===== src/design/intc_pkg.sv =====
// constants and types shared by the interrupt controller files
package intc_pkg;
  localparam int          NUM_SRC       = 20;
  localparam int          PIN_COUNT     = 7;
  localparam logic [15:0] ADDR_REQ_LOW  = 16'hFFE0;
  localparam logic [15:0] ADDR_REQ_MID  = 16'hFFE1;
  localparam logic [15:0] ADDR_REQ_UP   = 16'hFFE2;
  localparam logic [15:0] ADDR_MASK_LOW = 16'hFFE4;
  localparam logic [15:0] ADDR_MASK_MID = 16'hFFE5;
  localparam logic [15:0] ADDR_MASK_UP  = 16'hFFE6;
  localparam logic [15:0] ADDR_PRIO_LOW = 16'hFFE8;
  localparam logic [15:0] ADDR_PRIO_MID = 16'hFFE9;
  localparam logic [15:0] ADDR_PRIO_UP  = 16'hFFEA;
  localparam logic [15:0] ADDR_EDGE_LO  = 16'hFFEC;
  localparam logic [15:0] ADDR_EDGE_UP  = 16'hFFED;
  localparam logic [15:0] ADDR_SAMPLE   = 16'hFFEF;
  localparam logic [7:0]  REQ_RESET     = 8'h00;
  localparam logic [7:0]  MASK_RESET    = 8'hFF;
  localparam logic [7:0]  PRIO_RESET    = 8'hFF;
  localparam logic [7:0]  EDGE_RESET    = 8'h00;
  localparam logic [7:0]  SAMPLE_RESET  = 8'h00;
  localparam logic [7:0]  PSW_RESET     = 8'h02;
  localparam int          PSW_EN_BIT    = 7;
  localparam int          PSW_SERV_BIT  = 1;
  localparam int          WDT_SRC       = 0;
  localparam logic [15:0] VEC_NMI       = 16'h0004;
  localparam logic [15:0] VEC_BASE      = 16'h0004;
  localparam logic [1:0]  EDGE_FALL     = 2'h0;
  localparam logic [1:0]  EDGE_RISE     = 2'h1;
  localparam logic [1:0]  EDGE_BOTH     = 2'h3;
  localparam logic [1:0]  SAMP_CPU      = 2'h0;
  localparam logic [1:0]  SAMP_DIV5     = 2'h1;
  localparam logic [1:0]  SAMP_DIV6     = 2'h2;
  localparam logic [1:0]  SAMP_DIV7     = 2'h3;
  localparam logic [2:0]  CPU_DIV_MAX   = 3'h4;
  localparam int          SEQ_CYCLES    = 4;

  typedef enum logic [2:0] {
    SEQ_IDLE = 3'h0,
    SEQ_PSW  = 3'h1,
    SEQ_PCH  = 3'h3,
    SEQ_PCL  = 3'h2,
    SEQ_JUMP = 3'h6
  } seq_state_type;
endpackage : intc_pkg


===== src/design/vectored_interrupt_controller.sv =====
// vectored interrupt controller: flags, edge select, arbiter, acceptance
`timescale 1ns/1ps
`default_nettype none
module vectored_interrupt_controller #(
  parameter int VEC_W = 16
) (
  input  wire logic        mclk,
  input  wire logic        reset,
  input  wire logic [15:0] sfr_addr,
  input  wire logic [7:0]  sfr_wdata,
  input  wire logic        sfr_wr,
  input  wire logic        sfr_rd,
  output logic      [7:0]  sfr_rdata,
  input  wire logic [7:0]  psw_wdata,
  input  wire logic        psw_wr,
  output logic      [7:0]  psw_out,
  input  wire logic [6:0]  ext_irq_pin,
  input  wire logic        wdt_overflow,
  input  wire logic        wdt_nmi_mode,
  input  wire logic [11:0] periph_req,
  input  wire logic [2:0]  cpu_clock_divider_bit,
  input  wire logic        halt,
  input  wire logic        instr_done,
  input  wire logic        return_from_interrupt_instr,
  input  wire logic [15:0] pc_now,
  output logic             irq_pending,
  output logic             push_valid,
  output logic      [7:0]  push_data,
  output logic             pc_load,
  output logic      [15:0] pc_load_addr,
  output logic             win_valid,
  output logic      [4:0]  win_index,
  output logic      [15:0] win_vector,
  output logic             standby_release
);
  localparam int NS = intc_pkg::NUM_SRC;

  logic [23:0]   req_r;
  logic [23:0]   req_nxt;
  logic [23:0]   mask_r;
  logic [23:0]   mask_nxt;
  logic [23:0]   prio_r;
  logic [23:0]   prio_nxt;
  logic [7:0]    edge_lo_r;
  logic [7:0]    edge_up_r;
  logic [7:0]    samp_sel_r;
  logic [7:0]    psw_r;
  logic [7:0]    saved_psw_r;
  logic [15:0]   saved_pc_r;
  logic [15:0]   vec_r;
  logic [7:0]    push_data_r;
  logic [7:0]    rdata_r;
  logic [6:0]    cnt_r;
  logic          nmi_pend_r;
  logic          nmi_busy_r;
  intc_pkg::seq_state_type state_r;
  logic [NS-1:0] set_vec;
  logic [NS-1:0] elig;
  logic [NS-1:0] hi_grp;
  logic [NS-1:0] pool;
  logic [4:0]    win_idx;
  logic          win_any;
  logic          mask_ok;
  logic          nmi_ok;
  logic          boundary;
  logic          take_nmi;
  logic          take_mask;
  logic          cpu_tick;
  logic          pin0_tick;
  logic [6:0]    pin_hit;
  logic [13:0]   edge_modes;
  logic [23:0]   clr24;
  logic [23:0]   set24;

  if (VEC_W < 7 || VEC_W > 16) begin : g_bad_vec_w
    $error("VEC_W must lie in 7..16");
  end

  // prescaler runs on the system clock; the CPU option stops in HALT
  always_ff @(posedge mclk) begin
    if (reset) cnt_r <= 7'h00;
    else cnt_r <= cnt_r + 7'h01;
  end

  always_comb begin
    case (cpu_clock_divider_bit)
      3'h0:    cpu_tick = 1'b1;
      3'h1:    cpu_tick = cnt_r[0];
      3'h2:    cpu_tick = &cnt_r[1:0];
      3'h3:    cpu_tick = &cnt_r[2:0];
      default: cpu_tick = &cnt_r[3:0]; // codes above 4 act as 4
    endcase
    case (samp_sel_r[1:0])
      intc_pkg::SAMP_CPU:  pin0_tick = cpu_tick & ~halt;
      intc_pkg::SAMP_DIV5: pin0_tick = &cnt_r[4:0];
      intc_pkg::SAMP_DIV6: pin0_tick = &cnt_r[5:0];
      default:            pin0_tick = &cnt_r[6:0];
    endcase
  end

  // pin 0..2 fields in the lower edge register, 3..6 in the upper one
  assign edge_modes = {edge_up_r, edge_lo_r[7:2]};

  genvar g;
  generate
    for (g = 0; g < intc_pkg::PIN_COUNT; g++) begin : gen_pin
      pin_edge_detect #(
        .FILTER (g == 0)
      ) u_det (
        .mclk        (mclk),
        .reset       (reset),
        .pin         (ext_irq_pin[g]),
        .sample_tick ((g == 0) ? pin0_tick : 1'b1),
        .edge_mode   (edge_modes[2*g +: 2]),
        .hit         (pin_hit[g])
      );
    end
  endgenerate

  // watchdog feeds the flag only as an interval timer
  assign set_vec = {periph_req, pin_hit, wdt_overflow & ~wdt_nmi_mode};

  // combinational arbiter, lowest index wins inside the chosen group
  always_comb begin
    elig    = req_r[NS-1:0] & ~mask_r[NS-1:0];
    hi_grp  = elig & ~prio_r[NS-1:0];
    pool    = (|hi_grp) ? hi_grp : elig;
    win_idx = 5'h00;
    for (int i = NS - 1; i >= 0; i--) begin
      if (pool[i]) win_idx = 5'(i);
    end
    win_any = |elig;
  end

  // low group is refused while a high-priority handler runs
  assign mask_ok  = win_any & psw_r[intc_pkg::PSW_EN_BIT] & ~nmi_busy_r
                    & (~prio_r[win_idx]
                       | psw_r[intc_pkg::PSW_SERV_BIT]);
  assign nmi_ok   = nmi_pend_r & ~nmi_busy_r;
  // the return itself holds acceptance off for one more instruction
  assign boundary = instr_done & ~return_from_interrupt_instr
                    & (state_r == intc_pkg::SEQ_IDLE);
  assign take_nmi  = boundary & nmi_ok;
  assign take_mask = boundary & ~nmi_ok & mask_ok;
  assign irq_pending = nmi_ok | mask_ok;
  assign standby_release = (|elig) | nmi_pend_r;

  always_comb begin
    clr24 = 24'h000000;
    set24 = {4'h0, set_vec};
    if (take_mask) clr24[win_idx] = 1'b1;
    req_nxt  = req_r;
    mask_nxt = mask_r;
    prio_nxt = prio_r;
    if (sfr_wr) begin
      case (sfr_addr)
        intc_pkg::ADDR_REQ_LOW:  req_nxt[7:0]   = sfr_wdata;
        intc_pkg::ADDR_REQ_MID:  req_nxt[15:8]  = sfr_wdata;
        intc_pkg::ADDR_REQ_UP:   req_nxt[23:16] = sfr_wdata;
        intc_pkg::ADDR_MASK_LOW: mask_nxt[7:0]  = sfr_wdata;
        intc_pkg::ADDR_MASK_MID: mask_nxt[15:8] = sfr_wdata;
        intc_pkg::ADDR_MASK_UP:  mask_nxt[23:16] = sfr_wdata;
        intc_pkg::ADDR_PRIO_LOW: prio_nxt[7:0]  = sfr_wdata;
        intc_pkg::ADDR_PRIO_MID: prio_nxt[15:8] = sfr_wdata;
        intc_pkg::ADDR_PRIO_UP:  prio_nxt[23:16] = sfr_wdata;
        default: ;
      endcase
    end
    // a hardware set in the clearing cycle survives
    req_nxt = (req_nxt & ~clr24) | set24;
  end

  always_ff @(posedge mclk) begin
    if (reset) req_r <= {3{intc_pkg::REQ_RESET}};
    else req_r <= req_nxt;
  end

  always_ff @(posedge mclk) begin
    if (reset) mask_r <= {3{intc_pkg::MASK_RESET}};
    else mask_r <= mask_nxt;
  end

  always_ff @(posedge mclk) begin
    if (reset) prio_r <= {3{intc_pkg::PRIO_RESET}};
    else prio_r <= prio_nxt;
  end

  // byte writes only
  always_ff @(posedge mclk) begin
    if (reset) begin
      edge_lo_r  <= intc_pkg::EDGE_RESET;
      edge_up_r  <= intc_pkg::EDGE_RESET;
      samp_sel_r <= intc_pkg::SAMPLE_RESET;
    end else if (sfr_wr) begin
      if (sfr_addr == intc_pkg::ADDR_EDGE_LO) edge_lo_r <= sfr_wdata;
      if (sfr_addr == intc_pkg::ADDR_EDGE_UP) edge_up_r <= sfr_wdata;
      if (sfr_addr == intc_pkg::ADDR_SAMPLE) samp_sel_r <= sfr_wdata;
    end
  end

  // mask bits read as stored, also in watchdog non-maskable mode
  always_ff @(posedge mclk) begin
    if (reset) rdata_r <= 8'h00;
    else if (sfr_rd) begin
      case (sfr_addr)
        intc_pkg::ADDR_REQ_LOW:  rdata_r <= req_r[7:0];
        intc_pkg::ADDR_REQ_MID:  rdata_r <= req_r[15:8];
        intc_pkg::ADDR_REQ_UP:   rdata_r <= req_r[23:16];
        intc_pkg::ADDR_MASK_LOW: rdata_r <= mask_r[7:0];
        intc_pkg::ADDR_MASK_MID: rdata_r <= mask_r[15:8];
        intc_pkg::ADDR_MASK_UP:  rdata_r <= mask_r[23:16];
        intc_pkg::ADDR_PRIO_LOW: rdata_r <= prio_r[7:0];
        intc_pkg::ADDR_PRIO_MID: rdata_r <= prio_r[15:8];
        intc_pkg::ADDR_PRIO_UP:  rdata_r <= prio_r[23:16];
        intc_pkg::ADDR_EDGE_LO:  rdata_r <= edge_lo_r;
        intc_pkg::ADDR_EDGE_UP:  rdata_r <= edge_up_r;
        intc_pkg::ADDR_SAMPLE:   rdata_r <= samp_sel_r;
        default:                 rdata_r <= 8'h00;
      endcase
    end
  end

  // several arrivals during service collapse into one pending request
  always_ff @(posedge mclk) begin
    if (reset) nmi_pend_r <= 1'b0;
    else if (wdt_overflow && wdt_nmi_mode) nmi_pend_r <= 1'b1;
    else if (take_nmi) nmi_pend_r <= 1'b0;
  end

  always_ff @(posedge mclk) begin
    if (reset) nmi_busy_r <= 1'b0;
    else if (take_nmi) nmi_busy_r <= 1'b1;
    else if (instr_done && return_from_interrupt_instr)
      nmi_busy_r <= 1'b0;
  end

  // status word; the core restores it by writing the popped byte
  always_ff @(posedge mclk) begin
    if (reset) psw_r <= intc_pkg::PSW_RESET;
    else if (take_nmi) begin
      psw_r[intc_pkg::PSW_EN_BIT]   <= 1'b0;
      psw_r[intc_pkg::PSW_SERV_BIT] <= 1'b0;
    end else if (take_mask) begin
      psw_r[intc_pkg::PSW_EN_BIT]   <= 1'b0;
      psw_r[intc_pkg::PSW_SERV_BIT] <= prio_r[win_idx];
    end else if (psw_wr) psw_r <= psw_wdata;
  end

  // snapshot before the bits change, so the pushed byte is the old one
  always_ff @(posedge mclk) begin
    if (reset) begin
      saved_psw_r <= 8'h00;
      saved_pc_r  <= 16'h0000;
      vec_r       <= 16'h0000;
    end else if (take_nmi || take_mask) begin
      saved_psw_r <= psw_r;
      saved_pc_r  <= pc_now;
      vec_r       <= take_nmi ? intc_pkg::VEC_NMI : win_vector;
    end
  end

  // entry sequence: status, PC high, PC low, then the jump
  always_ff @(posedge mclk) begin
    if (reset) state_r <= intc_pkg::SEQ_IDLE;
    else begin
      case (state_r)
        intc_pkg::SEQ_IDLE:
          if (take_nmi || take_mask) state_r <= intc_pkg::SEQ_PSW;
        intc_pkg::SEQ_PSW:  state_r <= intc_pkg::SEQ_PCH;
        intc_pkg::SEQ_PCH:  state_r <= intc_pkg::SEQ_PCL;
        intc_pkg::SEQ_PCL:  state_r <= intc_pkg::SEQ_JUMP;
        intc_pkg::SEQ_JUMP: state_r <= intc_pkg::SEQ_IDLE;
        default:            state_r <= intc_pkg::SEQ_IDLE;
      endcase
    end
  end

  always_comb begin
    case (state_r)
      intc_pkg::SEQ_PSW: push_data_r = saved_psw_r;
      intc_pkg::SEQ_PCH: push_data_r = saved_pc_r[15:8];
      intc_pkg::SEQ_PCL: push_data_r = saved_pc_r[7:0];
      default:           push_data_r = 8'h00;
    endcase
  end

  // win_valid and win_index come from flip-flops, one cycle behind the arbiter; win_vector is combinational
  always_ff @(posedge mclk) begin
    if (reset) begin
      win_valid <= 1'b0;
      win_index <= 5'h00;
    end else begin
      win_valid <= win_any;
      win_index <= win_idx;
    end
  end

  assign win_vector   = intc_pkg::VEC_BASE + {10'h000, win_idx, 1'b0};
  assign push_valid   = (state_r == intc_pkg::SEQ_PSW)
                        | (state_r == intc_pkg::SEQ_PCH)
                        | (state_r == intc_pkg::SEQ_PCL);
  assign push_data    = push_data_r;
  assign pc_load      = (state_r == intc_pkg::SEQ_JUMP);
  assign pc_load_addr = vec_r;
  assign psw_out      = psw_r;
  assign sfr_rdata    = rdata_r;

  a_mask_gate: assert property (@(posedge mclk) disable iff (reset)
    take_mask |-> req_r[win_idx] && !mask_r[win_idx]
                  && psw_r[intc_pkg::PSW_EN_BIT])
    else $error("maskable taken while masked, idle or disabled");
  a_nmi_first: assert property (@(posedge mclk) disable iff (reset)
    (boundary && nmi_pend_r && !nmi_busy_r) |-> !take_mask
      ##1 push_valid ##3 pc_load && pc_load_addr == intc_pkg::VEC_NMI)
    else $error("non-maskable request lost its precedence");
  a_low_held: assert property (@(posedge mclk) disable iff (reset)
    (take_mask && !psw_r[intc_pkg::PSW_SERV_BIT]) |-> !prio_r[win_idx])
    else $error("low group taken during high-priority service");
  a_inserv_copy: assert property (@(posedge mclk) disable iff (reset)
    take_mask |=> psw_r[intc_pkg::PSW_SERV_BIT] == $past(prio_r[win_idx])
                  && !psw_r[intc_pkg::PSW_EN_BIT])
    else $error("in-service bit not copied from winner");
  a_nmi_bits: assert property (@(posedge mclk) disable iff (reset)
    take_nmi |=> !psw_r[intc_pkg::PSW_EN_BIT]
                 && !psw_r[intc_pkg::PSW_SERV_BIT]
                 ##3 pc_load && pc_load_addr == intc_pkg::VEC_NMI)
    else $error("non-maskable entry state wrong");
  a_push_order: assert property (@(posedge mclk) disable iff (reset)
    (take_nmi || take_mask) |=> push_valid && push_data == $past(psw_r)
      ##1 push_valid && push_data == $past(pc_now[15:8], 2)
      ##1 push_valid ##1 pc_load && !push_valid)
    else $error("entry push order broken");
  a_flag_clear: assert property (@(posedge mclk) disable iff (reset)
    (take_mask && !set_vec[win_idx]) |=> !req_r[$past(win_idx)])
    else $error("acknowledged request flag left set");
  a_nmi_hold: assert property (@(posedge mclk) disable iff (reset)
    (nmi_busy_r && instr_done && return_from_interrupt_instr) |-> !take_nmi
      ##1 !nmi_busy_r)
    else $error("non-maskable request taken at its return");
  a_reset_vals: assert property (@(posedge mclk)
    $fell(reset) |-> mask_r == 24'hFFFFFF && prio_r == 24'hFFFFFF
                     && psw_r == 8'h02 && edge_up_r == 8'h00)
    else $error("reset values wrong");
  a_halt_stop: assert property (@(posedge mclk) disable iff (reset)
    (halt && samp_sel_r[1:0] == intc_pkg::SAMP_CPU) |-> !pin0_tick)
    else $error("cpu sampling clock runs in halt");
endmodule : vectored_interrupt_controller
`default_nettype wire


===== src/design/pin_edge_detect.sv =====
// valid-edge detector for one interrupt pin, with optional noise remover
`timescale 1ns/1ps
`default_nettype none
module pin_edge_detect #(
  parameter bit FILTER = 1'b0
) (
  input  wire logic       mclk,
  input  wire logic       reset,
  input  wire logic       pin,
  input  wire logic       sample_tick,
  input  wire logic [1:0] edge_mode,
  output logic            hit
);
  logic samp_r;
  logic level_r;
  logic prev_r;

  // with FILTER set, level only moves after two equal samples in a row
  always_ff @(posedge mclk) begin
    if (reset) begin
      samp_r  <= 1'b0;
      level_r <= 1'b0;
    end else if (sample_tick) begin
      samp_r <= pin;
      if (!FILTER || samp_r == pin) level_r <= pin;
    end
  end

  always_ff @(posedge mclk) begin
    if (reset) prev_r <= 1'b0;
    else prev_r <= level_r;
  end

  always_comb begin
    case (edge_mode)
      intc_pkg::EDGE_FALL: hit = prev_r & ~level_r;
      intc_pkg::EDGE_RISE: hit = ~prev_r & level_r;
      intc_pkg::EDGE_BOTH: hit = prev_r ^ level_r;
      default:             hit = 1'b0; // prohibited code detects nothing
    endcase
  end

  a_filter_two_samp: assert property (@(posedge mclk) disable iff (reset)
    (FILTER && $rose(level_r)) |-> $past(samp_r))
    else $error("filtered level rose after a single sample");
endmodule : pin_edge_detect
`default_nettype wire


===== config.mk =====
export PLATFORM = sky130hd
export DESIGN_NAME = vectored_interrupt_controller
export DESIGN_NICKNAME = d
export VERILOG_FILES = /design/src/design/intc_pkg.sv /design/src/design/vectored_interrupt_controller.sv /design/src/design/pin_edge_detect.sv
export SDC_FILE = /design/constraint.sdc
export NUM_CORES = 1
export LEC_CHECK = 0
export ABC_AREA = 1
export BUFFER_PORTS_ARGS = -buffer_cell sky130_fd_sc_hd__clkbuf_2
export CORE_AREA = 4 4 124 185
export CTS_BUF_LIST = sky130_fd_sc_hd__clkbuf_4
export CTS_CLUSTER_DIAMETER = 40
export DETAILED_ROUTE_END_ITERATION = 8
export DIE_AREA = 0 0 128 189
export PLACE_DENSITY = 0.62
export SLEW_MARGIN = 15
export SYNTH_ARGS = -nofsm -noshare
export SYNTH_HDL_FRONTEND = slang
export SYNTH_SLANG_ARGS = --single-unit

===== constraint.sdc =====
create_clock -name mclk -period 4.4 [get_ports mclk]
set_clock_uncertainty 0.15 [all_clocks]
set_input_delay 0.44 -clock mclk [delete_from_list [all_inputs] [get_ports mclk]]
set_output_delay 0.44 -clock mclk [all_outputs]
set_load 0.01 [all_outputs]

==> results.md <==
* Port Buffers at 124
* Initial antenna violation count at 2
* CTS H-tree lvls at 4
* Post-synthesis mux area share at 0
* Synth Register Bits at 175
* Total chip power at 2.917 mW
* Largest net degree at the start of global routing at 59
* Yosys warnings at 0
* RSZ-0062 raised after global routing: true
* FP Rows at 66
* Xor/xnor cell area share of the yosys netlist at 0.001862
* # DRC at 0
* Fmax at 0.2249 GHz
* Worst R2R End: saved_pc_r[5]
* Most frequent CP cell: nand2_1
* Count of final hold-check violations at 0
* Top area cells in the synthesized netlist: dfxtp_1 (37%), nand2_1 (10%), inv_1 (6.1%), nor2_1 (6.1%), o211ai_1 (3.9%)
* Synth Area in Simple Gates at 0.2952
* Final core occ at 0.5324
* Vias in the first global route at 9352
* First-pass GRT wire length at 51700 um
* Global Route Usage Sum at 0.2791
* Number of fill cells at 2112
* Die height at 189 um
* Global route total overflow at 0
* Mapped Avg Cell Area at 7.221 um^2
* Max-capacitance violation count at 0
* Yosys top cell by area: dfxtp_1
* Fin. max-slew vios at 0
* Post-Syn Area at 0.009409 mm^2
* I/O Pins at 146
* Fin area at 0.01143 mm^2
* Vias at 9642
* Max_slew headroom at 0.2651
* Synth unique cells at 51
* CTS clock-pin slew for the worst setup and hold paths at 0.14 ns
* CTS sink cnt at 175
* Main combinational cell family by area after synthesis: simple AND/OR/NAND/NOR gates
* Hold Path Origin: psw_wr
* Slowest CP cell: dfxtp_1
* Crit start category: flip-flop
* Setup Viol. Count Final at 1
* Internal reg-to-reg setup slack at 0.28 ns
* CTS Buf Count at 17
* HPWL Detailed at 25340 um
* Largest stage delay on the critical path at 0.36 ns
* Crit-path max FO at 6
* Area of the core at 0.02147 mm^2
* Crit end category: output port
* Ys flop type: dfxtp_1
* Worst Hold Class: input pin to flip-flop
* Max Root-Sink Buffers at 2
* Maximum VDD drop at 0.1454 mV
* Min Tclk post-route at 4.446 ns
* Area fraction in compound gates after synthesis at 0.1855
* Drt total wl at 34070 um
* Initial Util at 0.4382
* Via density at 5.393
* Yosys top cell area share at 0.3723
* WL/cell at 19.05 um
* Final worst slack at -0.04565 ns
* CTS root buffer: clkbuf_4
* Clk Latency, worst-skew pair at 0.63 ns
* CP Buf/Inv Count at 5
* Outcome: finished with violations
* Die area at 0.02419 mm^2
* Initial DRT Pass Iterations at 8
* Layout cell share with drive strength beyond 1 at 0.2388
* Ys async rst share at 0
* Commonest non-fill, non-tap cell in the layout: nand2_1
* Crit Reg-Reg Startpoint: req_r[13]
* Fin crit share at 1.010
* Routed Antenna Nets at 0
* Area Overhead vs Synth at 21.49%
* Pwr dens at 255.1 mW/mm^2
* WHS Path Cells at 2
* Leak at 5.342 nW
* CP Data Arrival Time at 3.86 ns
* Final hold slack at 0.05883 ns
* CTS tree: done
* CP delay by family, top: simple AND/OR/NAND/NOR gates
* Nets at 1598
* Worst EP required at 3.81 ns
* Total placed instance area at 0.01033 mm^2
* Placer Congestion at 1.032
* Most frequent cells in the layout: nand2_1 (246), dfxtp_1 (156), nor2_1 (147), inv_1 (145), clkbuf_2 (121)
* Least-Margin Pin Slew at 1.098 ns
* Worst slack, placed at 0.3788 ns
* Setup CP Type: flip-flop to output port
* Violated checks: negative setup slack
* FF-to-FF path depth at 38
* Post-synthesis instance total at 1303
* Min-Delay Endpoint: psw_out[7]
* Die width at 128 um
* Fraction of the mapped netlist area in adder cells at 0.02394
* Post-synth EDFFs at 0
* Register area share after synthesis at 0.3723
* DRC marker count from the first detailed-route iteration at 601
[synth_stat cells, types with 5 or more instances]
library cell    n
buf_2          11
nor2_2          7
a211oi_1       28
o22ai_1        29
o31ai_1         8
nor2_1        153
ha_1           18
buf_4          22
o211ai_1       49
dfxtp_1       175
o21ai_0        47
nor4_1         13
a21oi_1        46
o21ai_1         5
a221oi_1       16
nand3_2        26
nand3b_1        5
a21oi_2        19
inv_2          25
inv_1         154
or2_2           5
nand2_1       253
nand3_1        48
nor3_1          8
clkbuf_1       36
nand4_1        47
nand2_2         6
[kinds of logic after synthesis]
kind of cell               after synthesis
and+or+nand+nor                        585
AOI/OAI and AO/OA                      263
buffers and inverters                  259
DFF                                    175
adders and majority gates               18
xor gates and xnor gates                 2
other                                    1
[sequential cells by signal (all words and copies together), names as in the netlist]
signal                 cells
cnt_r                      7
edge_lo_r                  8
edge_up_r                  8
gen_pin.u_det.level_r      7
gen_pin.u_det.prev_r       7
gen_pin.u_det.samp_r       1
mask_r                    24
nmi_busy_r                 1
nmi_pend_r                 1
pc_load_addr               6
prio_r                    24
psw_out                    8
req_r                     24
samp_sel_r                 8
saved_pc_r                16
saved_psw_r                8
sfr_rdata                  8
state_r                    3
win_index                  5
win_valid                  1
[final cells by class]
class | instances | area, um^2 | share of cell area
Inverter | 183 | 694.4 | 0.06075
Tap cell | 272 | 340.3 | 0.02977
Clock buffer | 19 | 142.6 | 0.01248
Timing Repair Buffer | 234 | 1620 | 0.1417
Sequential cell | 175 | 3532 | 0.3090
Antenna cell | 4 | 10.01 | 0.0008757
Clock inverter | 12 | 143.9 | 0.01259
Multi-Input combinational cell | 889 | 4947 | 0.4328
[report_power, final]
group	total (mW)	internal [mW]	switching [mW]	leakage [nW]
Clock	0.975	0.398	0.577	0.150
Combinational	0.302	0.117	0.185	3.77
Sequential	1.64	1.62	0.0239	1.42
[worst max path at each step]
| stage | cells past startpoint | slack, ns | start | to |
|---|---|---|---|---|
| 6_report | 34 | -0.05 | req_r[13] | irq_pending |
| 3_3_place_gp | 38 | 0.38 | req_r[4] | saved_psw_r[3] |
| 3_5_place_dp | 38 | 0.38 | req_r[4] | saved_psw_r[3] |
| 4_1_cts | 37 | -0.05 | prio_r[11] | irq_pending |
| 2_1_floorplan | 40 | 1.03 | req_r[16] | psw_out[1] |
| 5_1_grt | 38 | -0.36 | req_r[5] | irq_pending |
[routing by layer]
metal | GRT usage | share of wire
met4 | 0.1842 | 0.069
met5 | 0 | 0
met1 | 0.2979 | 0.37
met2 | 0.4941 | 0.51
met3 | 0.05109 | 0.059
[worst register-to-register path, delay by kind of cell (launching register included)]
kind | cells | cell delay [ns]
flip-flops | 1 | 0.36
AND/OR/NAND/NOR | 29 | 2.21
buffers and inverters | 7 | 0.97
AO/OA/AOI/OAI | 2 | 0.33
[repair_timing]
action,CTS,global route
gates resized for setup,28,39
cloned,1,1
hold buffers,48,0
pin swaps,13,13
setup endpoints to repair,1,5
hold endpoints to repair,47,0
setup buffers,13,5
[stage by stage]
stage,setup TNS [ns],std cells
CTS,-0.05551,1778
global route,-0.5595,1788
finish,-0.04565,1788
floorplan,0,1323
global placement,0,1685
detailed placement,0,1685
Power figures use the tool's default switching activity.
